--- src/hw/spf_pkg.sv ---
package spf_pkg;

    // ----------------------------------------------------------------
    // Array geometry
    // ----------------------------------------------------------------
    localparam int          ADDR_W         = 18;
    localparam int          CNT_W          = 9;
    localparam int          PAGE_BYTES     = 256;
    localparam int          PAGES_PER_SECT = 256;
    localparam int          SECTORS        = 4;
    localparam int          PAGES          = SECTORS * PAGES_PER_SECT;
    localparam logic [8:0]  MAX_DATA       = 9'h100;
    localparam logic [9:0]  PROT_PAGES     = 10'h100;
    localparam logic [2:0]  HDR_BYTES      = 3'h4;

    // ----------------------------------------------------------------
    // Instruction codes
    // ----------------------------------------------------------------
    localparam logic [7:0]  CMD_WRITE_ENABLE  = 8'h06;
    localparam logic [7:0]  CMD_WRITE_DISABLE = 8'h04;
    localparam logic [7:0]  CMD_READ_STATUS   = 8'h05;
    localparam logic [7:0]  CMD_PAGE_WRITE    = 8'h0a;
    localparam logic [7:0]  CMD_PAGE_PROGRAM  = 8'h02;
    localparam logic [7:0]  CMD_PAGE_ERASE    = 8'hdb;
    localparam logic [7:0]  CMD_SECTOR_ERASE  = 8'hd8;
    localparam logic [7:0]  CMD_DEEP_SLEEP    = 8'hb9;
    localparam logic [7:0]  CMD_WAKE          = 8'hab;

    // ----------------------------------------------------------------
    // Status byte layout and reset values
    // ----------------------------------------------------------------
    localparam int          STAT_BUSY_BIT  = 0;
    localparam int          STAT_WEL_BIT   = 1;
    localparam logic        WEL_RST        = 1'b0;
    localparam logic        SLEEP_RST      = 1'b0;
    localparam logic [4:0]  PIN_SYNC_RST   = 5'h1f;

    typedef enum logic [1:0] {
        KIND_PAGE_ERASE,
        KIND_SECT_ERASE,
        KIND_PROGRAM
    } spf_kind_t;

endpackage

--- src/hw/spf_sync.sv ---
`timescale 1ns/10ps
module spf_sync #(
    parameter int           W       = 1,
    parameter logic [W-1:0] RST_VAL = '0
) (
    // Clock and reset
    input  wire logic         clk_in,
    input  wire logic         reset_n_in,
    // Asynchronous levels in, synchronised levels out
    input  wire logic [W-1:0] async_in,
    output logic      [W-1:0] sync_out
);

    logic [W-1:0] meta_ff;

    always_ff @(posedge clk_in or negedge reset_n_in) begin
        if (!reset_n_in) begin
            meta_ff  <= RST_VAL;
            sync_out <= RST_VAL;
        end else begin
            meta_ff  <= async_in;
            sync_out <= meta_ff;
        end
    end

endmodule

--- src/hw/spf_flash_if.sv ---
`timescale 1ns/10ps
// Functional notes
// - Output bits change after serial clock falls.
// - Input bits captured on serial clock rise.
// - Deselected means data output high impedance.
// - Standby only when deselected and not busy.
// - First chip select fall required before instructions.
// - Reset low while idle gives high-impedance reset.
// - Reset never aborts a running internal cycle.
// - Write protect low locks lowest 256 pages.
// - Both idle clock levels are supported.
// - Page write or program modifies 1-256 bytes.
// - Page write is erase then program.
// - Four sectors, 256 pages, 256 bytes each.
// - Page erase and sector erase both supported.
// - Write enable must precede each modify command.
// - Most significant bit first, opcode first.
// - Status holds busy bit0, latch bit1.
// - Latch clears on reset and command completion.
// - Deep sleep ignores all but wake command.
module spf_flash_if (
    // Clock and reset
    input  wire logic                      CLK_SYS_IN,
    input  wire logic                      RESET_N_IN,
    // Serial link pins
    input  wire logic                      SPI_CLK_IN,
    input  wire logic                      SPI_CS_N_IN,
    input  wire logic                      SPI_MOSI_IN,
    output logic                           SPI_MISO_OUT,
    output logic                           SPI_MISO_OE_OUT,
    input  wire logic                      HW_RESET_N_IN,
    input  wire logic                      WRITE_PROT_N_IN,
    // Page buffer fill
    output logic                           BUF_WR_OUT,
    output logic [7:0]                     BUF_IDX_OUT,
    output logic [7:0]                     BUF_DATA_OUT,
    // Internal cycle control towards the array
    output logic                           OP_START_OUT,
    output spf_pkg::spf_kind_t             OP_KIND_OUT,
    output logic [spf_pkg::ADDR_W-1:0]     OP_ADDR_OUT,
    output logic [spf_pkg::CNT_W-1:0]      OP_COUNT_OUT,
    input  wire logic                      OP_DONE_IN,
    // Power state
    output logic                           STANDBY_OUT,
    output logic                           SLEEP_OUT
);
    import spf_pkg::*;

    typedef enum logic [2:0] {S_IDLE, S_PAGE_ERASE, S_SECT_ERASE, S_PW_ERASE, S_PROGRAM} spf_op_st_t;

    logic                sclk_s, cs_n_s, mosi_s, hrst_n_s, wp_n_s;
    logic                sclk_prev_ff, cs_prev_ff;
    logic [2:0]          sync_ok_ff;
    logic                frame_ok_ff, sleep_ff, wel_ff, standby_ff;
    logic [2:0]          bit_cnt_ff, hdr_cnt_ff, out_cnt_ff;
    logic [7:0]          shift_ff, opcode_ff, out_shift_ff;
    logic [ADDR_W-1:0]   addr_ff;
    logic [CNT_W-1:0]    data_cnt_ff;
    logic                out_en_ff, miso_ff;
    spf_op_st_t          op_st_ff;
    logic                busy, in_reset, sclk_rise, sclk_fall, cs_fall, cs_rise;
    logic                byte_done, aligned, modify_ok, is_prot, cmd_go;
    logic [7:0]          nxt_shift, status_byte;

    // ------------------------------------------------------------------
    // Pin synchronisation and edge detection
    // ------------------------------------------------------------------
    spf_sync #(.W(5), .RST_VAL(PIN_SYNC_RST)) u_pins (
        .clk_in     (CLK_SYS_IN),
        .reset_n_in (RESET_N_IN),
        .async_in   ({SPI_CLK_IN, SPI_CS_N_IN, SPI_MOSI_IN, HW_RESET_N_IN, WRITE_PROT_N_IN}),
        .sync_out   ({sclk_s, cs_n_s, mosi_s, hrst_n_s, wp_n_s})
    );

    // Pin history is trusted only once the synchronisers hold real samples, so a chip
    // select that is already low when reset ends never looks like a falling edge.
    always_ff @(posedge CLK_SYS_IN or negedge RESET_N_IN) begin
        if (!RESET_N_IN) begin
            sclk_prev_ff <= 1'b1;
            cs_prev_ff   <= 1'b1;
            sync_ok_ff   <= 3'h0;
        end else begin
            sclk_prev_ff <= sclk_s;
            cs_prev_ff   <= cs_n_s;
            sync_ok_ff   <= {sync_ok_ff[1:0], 1'b1};
        end
    end

    // Only edges seen inside a frame count, so the idle level is free.
    assign sclk_rise = sclk_s & ~sclk_prev_ff & ~cs_n_s & ~cs_prev_ff;
    assign sclk_fall = ~sclk_s & sclk_prev_ff & ~cs_n_s & ~cs_prev_ff;
    assign cs_fall   = cs_prev_ff & ~cs_n_s & sync_ok_ff[2];
    assign cs_rise   = ~cs_prev_ff & cs_n_s;
    assign busy      = (op_st_ff != S_IDLE);
    assign in_reset  = ~hrst_n_s & ~busy;
    assign nxt_shift = {shift_ff[6:0], mosi_s};
    assign byte_done = sclk_rise & frame_ok_ff & (bit_cnt_ff == 3'h7);
    assign aligned   = (bit_cnt_ff == 3'h0);
    assign status_byte = {6'h00, wel_ff, busy};

    // ------------------------------------------------------------------
    // Frame qualification
    // ------------------------------------------------------------------
    always_ff @(posedge CLK_SYS_IN or negedge RESET_N_IN) begin
        if (!RESET_N_IN) begin
            frame_ok_ff <= 1'b0;
        end else if (cs_rise || in_reset) begin
            frame_ok_ff <= 1'b0;
        end else if (cs_fall) begin
            frame_ok_ff <= 1'b1;
        end
    end

    // ------------------------------------------------------------------
    // Input shifting: opcode, three address bytes, then data
    // ------------------------------------------------------------------
    always_ff @(posedge CLK_SYS_IN or negedge RESET_N_IN) begin
        if (!RESET_N_IN) begin
            bit_cnt_ff  <= 3'h0;
            hdr_cnt_ff  <= 3'h0;
            shift_ff    <= 8'h00;
            opcode_ff   <= 8'h00;
            addr_ff     <= '0;
            data_cnt_ff <= '0;
        end else if (cs_fall) begin
            bit_cnt_ff  <= 3'h0;
            hdr_cnt_ff  <= 3'h0;
            data_cnt_ff <= '0;
        end else if (sclk_rise && frame_ok_ff) begin
            bit_cnt_ff <= bit_cnt_ff + 3'h1;
            shift_ff   <= nxt_shift;
            if (byte_done) begin
                if (hdr_cnt_ff == 3'h0) begin
                    opcode_ff <= nxt_shift;
                end else if (hdr_cnt_ff != HDR_BYTES) begin
                    addr_ff <= {addr_ff[ADDR_W-9:0], nxt_shift};
                end else if (data_cnt_ff != MAX_DATA) begin
                    data_cnt_ff <= data_cnt_ff + 9'h001;
                end
                if (hdr_cnt_ff != HDR_BYTES) begin
                    hdr_cnt_ff <= hdr_cnt_ff + 3'h1;
                end
            end
        end
    end

    // ------------------------------------------------------------------
    // Page buffer fill, wrapping inside the addressed page
    // ------------------------------------------------------------------
    assign modify_ok = wel_ff & ~busy & ~sleep_ff;
    always_ff @(posedge CLK_SYS_IN or negedge RESET_N_IN) begin
        if (!RESET_N_IN) begin
            BUF_WR_OUT   <= 1'b0;
            BUF_IDX_OUT  <= 8'h00;
            BUF_DATA_OUT <= 8'h00;
        end else begin
            BUF_WR_OUT <= byte_done && hdr_cnt_ff == HDR_BYTES && modify_ok &&
                          (opcode_ff == CMD_PAGE_WRITE || opcode_ff == CMD_PAGE_PROGRAM);
            if (byte_done) begin
                BUF_IDX_OUT  <= addr_ff[7:0] + data_cnt_ff[7:0];
                BUF_DATA_OUT <= nxt_shift;
            end
        end
    end

    // ------------------------------------------------------------------
    // Status read: serial output changes on falling clock edges
    // ------------------------------------------------------------------
    always_ff @(posedge CLK_SYS_IN or negedge RESET_N_IN) begin
        if (!RESET_N_IN) begin
            out_en_ff    <= 1'b0;
            out_cnt_ff   <= 3'h0;
            out_shift_ff <= 8'h00;
            miso_ff      <= 1'b0;
        end else if (cs_n_s || in_reset) begin
            out_en_ff  <= 1'b0;
            out_cnt_ff <= 3'h0;
        end else begin
            if (byte_done && hdr_cnt_ff == 3'h0 && nxt_shift == CMD_READ_STATUS && !sleep_ff) begin
                out_en_ff <= 1'b1;
            end
            if (sclk_fall && out_en_ff) begin
                out_cnt_ff <= out_cnt_ff + 3'h1;
                if (out_cnt_ff == 3'h0) begin
                    miso_ff      <= status_byte[7];
                    out_shift_ff <= {status_byte[6:0], 1'b0};
                end else begin
                    miso_ff      <= out_shift_ff[7];
                    out_shift_ff <= {out_shift_ff[6:0], 1'b0};
                end
            end
        end
    end

    assign SPI_MISO_OUT    = miso_ff;
    assign SPI_MISO_OE_OUT = ~cs_n_s & out_en_ff & ~in_reset;

    // ------------------------------------------------------------------
    // Instruction execution at the end of a frame
    // ------------------------------------------------------------------
    assign is_prot = ~wp_n_s & (addr_ff[ADDR_W-1:8] < PROT_PAGES);
    assign cmd_go  = cs_rise && frame_ok_ff && aligned && modify_ok && !is_prot &&
                     hdr_cnt_ff == HDR_BYTES && hrst_n_s &&
                     (((opcode_ff == CMD_PAGE_WRITE || opcode_ff == CMD_PAGE_PROGRAM) && data_cnt_ff != '0) ||
                      ((opcode_ff == CMD_PAGE_ERASE || opcode_ff == CMD_SECTOR_ERASE) && data_cnt_ff == '0));

    always_ff @(posedge CLK_SYS_IN or negedge RESET_N_IN) begin
        if (!RESET_N_IN) begin
            wel_ff   <= WEL_RST;
            sleep_ff <= SLEEP_RST;
        end else if (!hrst_n_s) begin
            wel_ff <= WEL_RST;
            if (!busy) begin
                sleep_ff <= SLEEP_RST;
            end
        end else begin
            if (op_st_ff != S_IDLE && op_st_ff != S_PW_ERASE && OP_DONE_IN) begin
                wel_ff <= 1'b0;
            end
            if (cs_rise && frame_ok_ff && aligned && hdr_cnt_ff == 3'h1 && !busy) begin
                if (sleep_ff) begin
                    if (opcode_ff == CMD_WAKE) begin
                        sleep_ff <= 1'b0;
                    end
                end else begin
                    unique case (opcode_ff)
                        CMD_WRITE_ENABLE:  wel_ff <= 1'b1;
                        CMD_WRITE_DISABLE: wel_ff <= 1'b0;
                        CMD_DEEP_SLEEP:    sleep_ff <= 1'b1;
                        default: ;
                    endcase
                end
            end
        end
    end

    // ------------------------------------------------------------------
    // Internal cycle sequencing towards the array
    // ------------------------------------------------------------------
    always_ff @(posedge CLK_SYS_IN or negedge RESET_N_IN) begin
        if (!RESET_N_IN) begin
            op_st_ff     <= S_IDLE;
            OP_START_OUT <= 1'b0;
            OP_KIND_OUT  <= KIND_PAGE_ERASE;
            OP_ADDR_OUT  <= '0;
            OP_COUNT_OUT <= '0;
        end else begin
            OP_START_OUT <= 1'b0;
            unique case (op_st_ff)
                S_IDLE: begin
                    if (cmd_go) begin
                        OP_START_OUT <= 1'b1;
                        OP_ADDR_OUT  <= addr_ff;
                        OP_COUNT_OUT <= data_cnt_ff;
                        unique case (opcode_ff)
                            CMD_PAGE_WRITE: begin
                                op_st_ff    <= S_PW_ERASE;
                                OP_KIND_OUT <= KIND_PAGE_ERASE;
                            end
                            CMD_PAGE_PROGRAM: begin
                                op_st_ff    <= S_PROGRAM;
                                OP_KIND_OUT <= KIND_PROGRAM;
                            end
                            CMD_SECTOR_ERASE: begin
                                op_st_ff    <= S_SECT_ERASE;
                                OP_KIND_OUT <= KIND_SECT_ERASE;
                            end
                            default: begin
                                op_st_ff    <= S_PAGE_ERASE;
                                OP_KIND_OUT <= KIND_PAGE_ERASE;
                            end
                        endcase
                    end
                end
                S_PW_ERASE: begin
                    if (OP_DONE_IN) begin
                        op_st_ff     <= S_PROGRAM;
                        OP_START_OUT <= 1'b1;
                        OP_KIND_OUT  <= KIND_PROGRAM;
                    end
                end
                S_PAGE_ERASE, S_SECT_ERASE, S_PROGRAM: begin
                    if (OP_DONE_IN) begin
                        op_st_ff <= S_IDLE;
                    end
                end
                default: op_st_ff <= S_IDLE;
            endcase
        end
    end

    always_ff @(posedge CLK_SYS_IN or negedge RESET_N_IN) begin
        if (!RESET_N_IN) begin
            standby_ff <= 1'b1;
        end else begin
            standby_ff <= cs_n_s & ~busy;
        end
    end

    assign STANDBY_OUT = standby_ff;
    assign SLEEP_OUT   = sleep_ff;
endmodule

--- config.mk ---
export PLATFORM = sky130hd
export DESIGN_NAME = spf_flash_if
export DESIGN_NICKNAME = d
export VERILOG_FILES = /design/src/hw/spf_pkg.sv /design/src/hw/spf_sync.sv /design/src/hw/spf_flash_if.sv
export SDC_FILE = /design/constraint.sdc
export NUM_CORES = 1
export LEC_CHECK = 0
export ABC_AREA = 1
export BUFFER_PORTS_ARGS = -buffer_cell sky130_fd_sc_hd__buf_2
export CORE_MARGIN = 4
export CORE_UTILIZATION = 31
export DETAILED_ROUTE_END_ITERATION = 10
export PLACE_DENSITY = 0.46
export SLEW_MARGIN = 0
export SYNTH_ARGS = -nofsm -noshare
export SYNTH_HDL_FRONTEND = slang
export SYNTH_HIERARCHICAL = 1
export SYNTH_SLANG_ARGS = --single-unit
--- constraint.sdc ---
create_clock -name CLK_SYS_IN -period 1.64 [get_ports CLK_SYS_IN]
set_input_delay 0.164 -clock CLK_SYS_IN [delete_from_list [all_inputs] [get_ports CLK_SYS_IN]]
set_output_delay 0.164 -clock CLK_SYS_IN [all_outputs]
set_load 0.01 [all_outputs]
==> impl_metrics.yaml <==
final_layout:
  syn_to_final_growth_pct: 42.4
  layout-drive-gt1-share: 0.362
  n_antenna_cell: 0
  fin_area_sq_mm: 0.00809
  instances_no_fill: 1014
  final_nets: 798
logic_synthesis:
  postSynthAreaPerCell_sq_um: 9.17
  ys.flop_type: "dfrtp_1"
  synthesis.area_sq_mm: 0.00568
  ys_async_sr_fraction: 1.00
  ys_top_cells_by_area: "dfrtp_1 51%, nand2_1 9.9%, o21ai_0 6.8%"
  synth.distinct_cells: 39
  synth_edf_count: 0
  synth_cells: 619
  yosysSeqAreaShare: 0.571
  synth_top_area_cell: "dfrtp_1"
  syn_nets: 645
  ys_seq_elements: 129
  yosys.cell_count.top_type: "nand2_1"
  yosys_warnings: 6
  post-synth-top-area-fraction: 0.511
  synth_common_cells: "149 x nand2_1, 116 x dfrtp_1, 77 x o21ai_0"
setup_path:
  crit_arrival_ns: 1.54
  ff2ff_path_depth: 11
  crit_buf_inv: 5
  path_max_fanout: 3
  r2r_setup_slack_ns: -0.05
  slowest_stage: "dfstp_2"
  crit_chain: "inv_2, buf_6, nand2_4, nand2_4, inv_4, nand2_4, inv_2, buf_6"
  r2r-start: "bit_cnt_ff[1]"
  crit_start: "u_pins/sync_out[1]"
  critPathKind: "reg -> out"
  cp_top_family: "flip-flops"
  crit_top_cell: "nand2_4"
  required_ns: 1.48
  cp_slowest_stage_delay_ns: 0.56
  reg2reg_to: "OP_COUNT_OUT[8]"
  cp-start-kind: "flip-flop"
  crit_path_end_kind: "output pin"
clock_network:
  numCtsBuffers: 17
  cts_tree: "yes"
  htree_num_levels: 4
  clock_path_buffers: 2
  cts_root_buf: "clkbuf_16"
  clk_latency_ns: 0.42
  cts.sinks: 129
  clk_pin_slew_worst_paths_ns: 0.06
placed_design:
  place.gp.congestion: 0.788
  dp_cells: 951
  place_area_sq_mm: 0.00670
  hpwl_um: 10000
  io_buffer_count: 58
hold_path:
  hold_path.class: "in -> reg"
  min_from: "OP_DONE_IN"
  hold_end: "OP_KIND_OUT[1]"
  holdPathStages: 4
floorplanning:
  die_y_um: 143
  die_w_um: 143
  placementRows: 49
  initial_core_util: 0.316
  io_pins: 59
  die_area_sq_mm: 0.0205
  core_region_area_sq_mm: 0.0180
global_route:
  antenna_found_initial: 0
  grt_usage: 0.146
  overflow: 0
  grt_pass1_wl_um: 23500
  grt_max_degree: 51
  grt_pass1_vias: 4703
routing:
  vias_per_cell: 4.69
  drt_iter0_drc: 267
  vias: 4758
  drc: 0
  ant_nets: 0
  firstDrtPassIters: 5
  wirelength_um: 14900
  routedWlPerCell_um: 14.7
sta:
  fmax_mhz: 587
  finalCritPeriodShare: 1.04
  min_period_ns: 1.70
  rsz0062_at_grt: "yes"
  setup_ws_ns: -0.0648
  fin_skew_ns: 0.00864
  setup_viol: 16
  final_max_slew_viol_count: 0
  hold_viol_final: 0
pwr:
  pwr-share-clk: 0.494
  power_density_mw_per_mm2: 959
  vdd_drop_max_mv: 0.916
  p_seq_frac: 0.424
  p_int_w: 0.00598
  p_switching_w: 0.00177
  combPwrFrac: 0.082
  p_sw_frac: 0.229
  power_leakage_nw: 3.87
run_status:
  violations: "negative setup slack"
  status: "complete, but fails checks"
job:
  drv_cap: 0
[layer usage]
layer	global-route usage	routed length, um
met1	0.178	6540
met2	0.255	7650
met3	0.0396	545
met4	0.0387	155
met5	0	0
[sequential cells by signal, indices dropped and copies added (netlist names), 5 cells and up]
register         flops
u_pins/meta_ff       5
data_cnt_ff          9
addr_ff             18
u_pins/sync_out      5
opcode_ff            8
shift_ff             7
OP_COUNT_OUT         9
BUF_DATA_OUT         8
OP_ADDR_OUT         18
out_shift_ff         7
BUF_IDX_OUT          8
[tightest hold or removal path, delay by kind of cell]
family / cells / cell delay (ns)
and+or+nand+nor: 3 / 0.28
buffers and inverters: 1 / 0.09
[cells in the final DEF (no fill, tap or decap), drive strengths merged, types with 2 or more instances in the layout]
cell type,count
nor4,4
clkbuf,29
xor2,5
buf,140
a21o,2
nand4,13
nand3,31
ha,17
nand2,156
clkinv,4
nand3b,2
nor3,2
o31ai,7
or2,2
nor2,32
dfrtp,116
dfstp,13
dlygate4sd3,6
a21oi,9
o21ai,97
inv,80
a31oi,6
bufinv,3
[power groups by stage]
stage          combinational (W)  clock, W  sequential [W]
2_1_floorplan           0.000180         0         0.00335
5_1_grt                 0.000700   0.00406         0.00329
3_3_place_gp            0.000475         0         0.00334
6_report                0.000633   0.00383         0.00329
3_5_place_dp            0.000481         0         0.00334
4_1_cts                 0.000560   0.00392         0.00329
[through the flow]
step	setup TNS [ns]	utilization	total power [W]	hold WS, ns	setup slack (ns)
2_1_floorplan	0	-	0.00353	-0.132	0.00400
3_3_place_gp	-0.208	0.373	0.00381	0.0883	-0.0678
3_5_place_dp	-1.13	0.373	0.00382	0.0903	-0.101
4_1_cts	-1.25	0.421	0.00777	0.126	-0.0731
5_1_grt	-3.57	0.450	0.00805	0.178	-0.151
6_report	-0.420	0.450	0.00776	0.147	-0.0648
[worst max path at each step]
stage | endpoint | slack, ns | cells after the start
5_1_grt | op_st_ff[1] | -0.15 | 12
4_1_cts | SPI_MISO_OE_OUT | -0.07 | 9
6_report | SPI_MISO_OE_OUT | -0.06 | 8
2_1_floorplan | OP_COUNT_OUT[1] | 0.004 | 11
3_5_place_dp | op_st_ff[1] | -0.10 | 12
3_3_place_gp | op_st_ff[1] | -0.07 | 12
[cells by family (layout without fill, tap and decap cells)]
kind of cell	Yosys count	count (layout)	share of synthesized area
AOI/OAI and AO/OA	124	124	0.116
xor gates and xnor gates	5	5	0.00771
adders and majority gates	18	18	0.0410
buffers and inverters	97	262	0.0699
DFF	129	129	0.571
other	1	1	0.000660
and+or+nand+nor	245	246	0.193
[timing repair]
item | CTS | global route
resized for setup | 41 | 103
hold buffers | 6 | 0
gates cloned | 1 | 5
setup endpoints to repair | 32 | 80
endpoints found under the hold margin | 26 | 0
setup buffers | 10 | 9
pin swaps | 15 | 24
[area by class of cell]
type,count,area [sq um]
fillers,1721,9880
flip-flops and latches,129,3250
multi-input cells,394,2450
repair buffers,150,1210
clock buffers,25,475
inverters,80,313
well taps,229,287
clock inverters,7,110
Power figures use the tool's default switching activity.
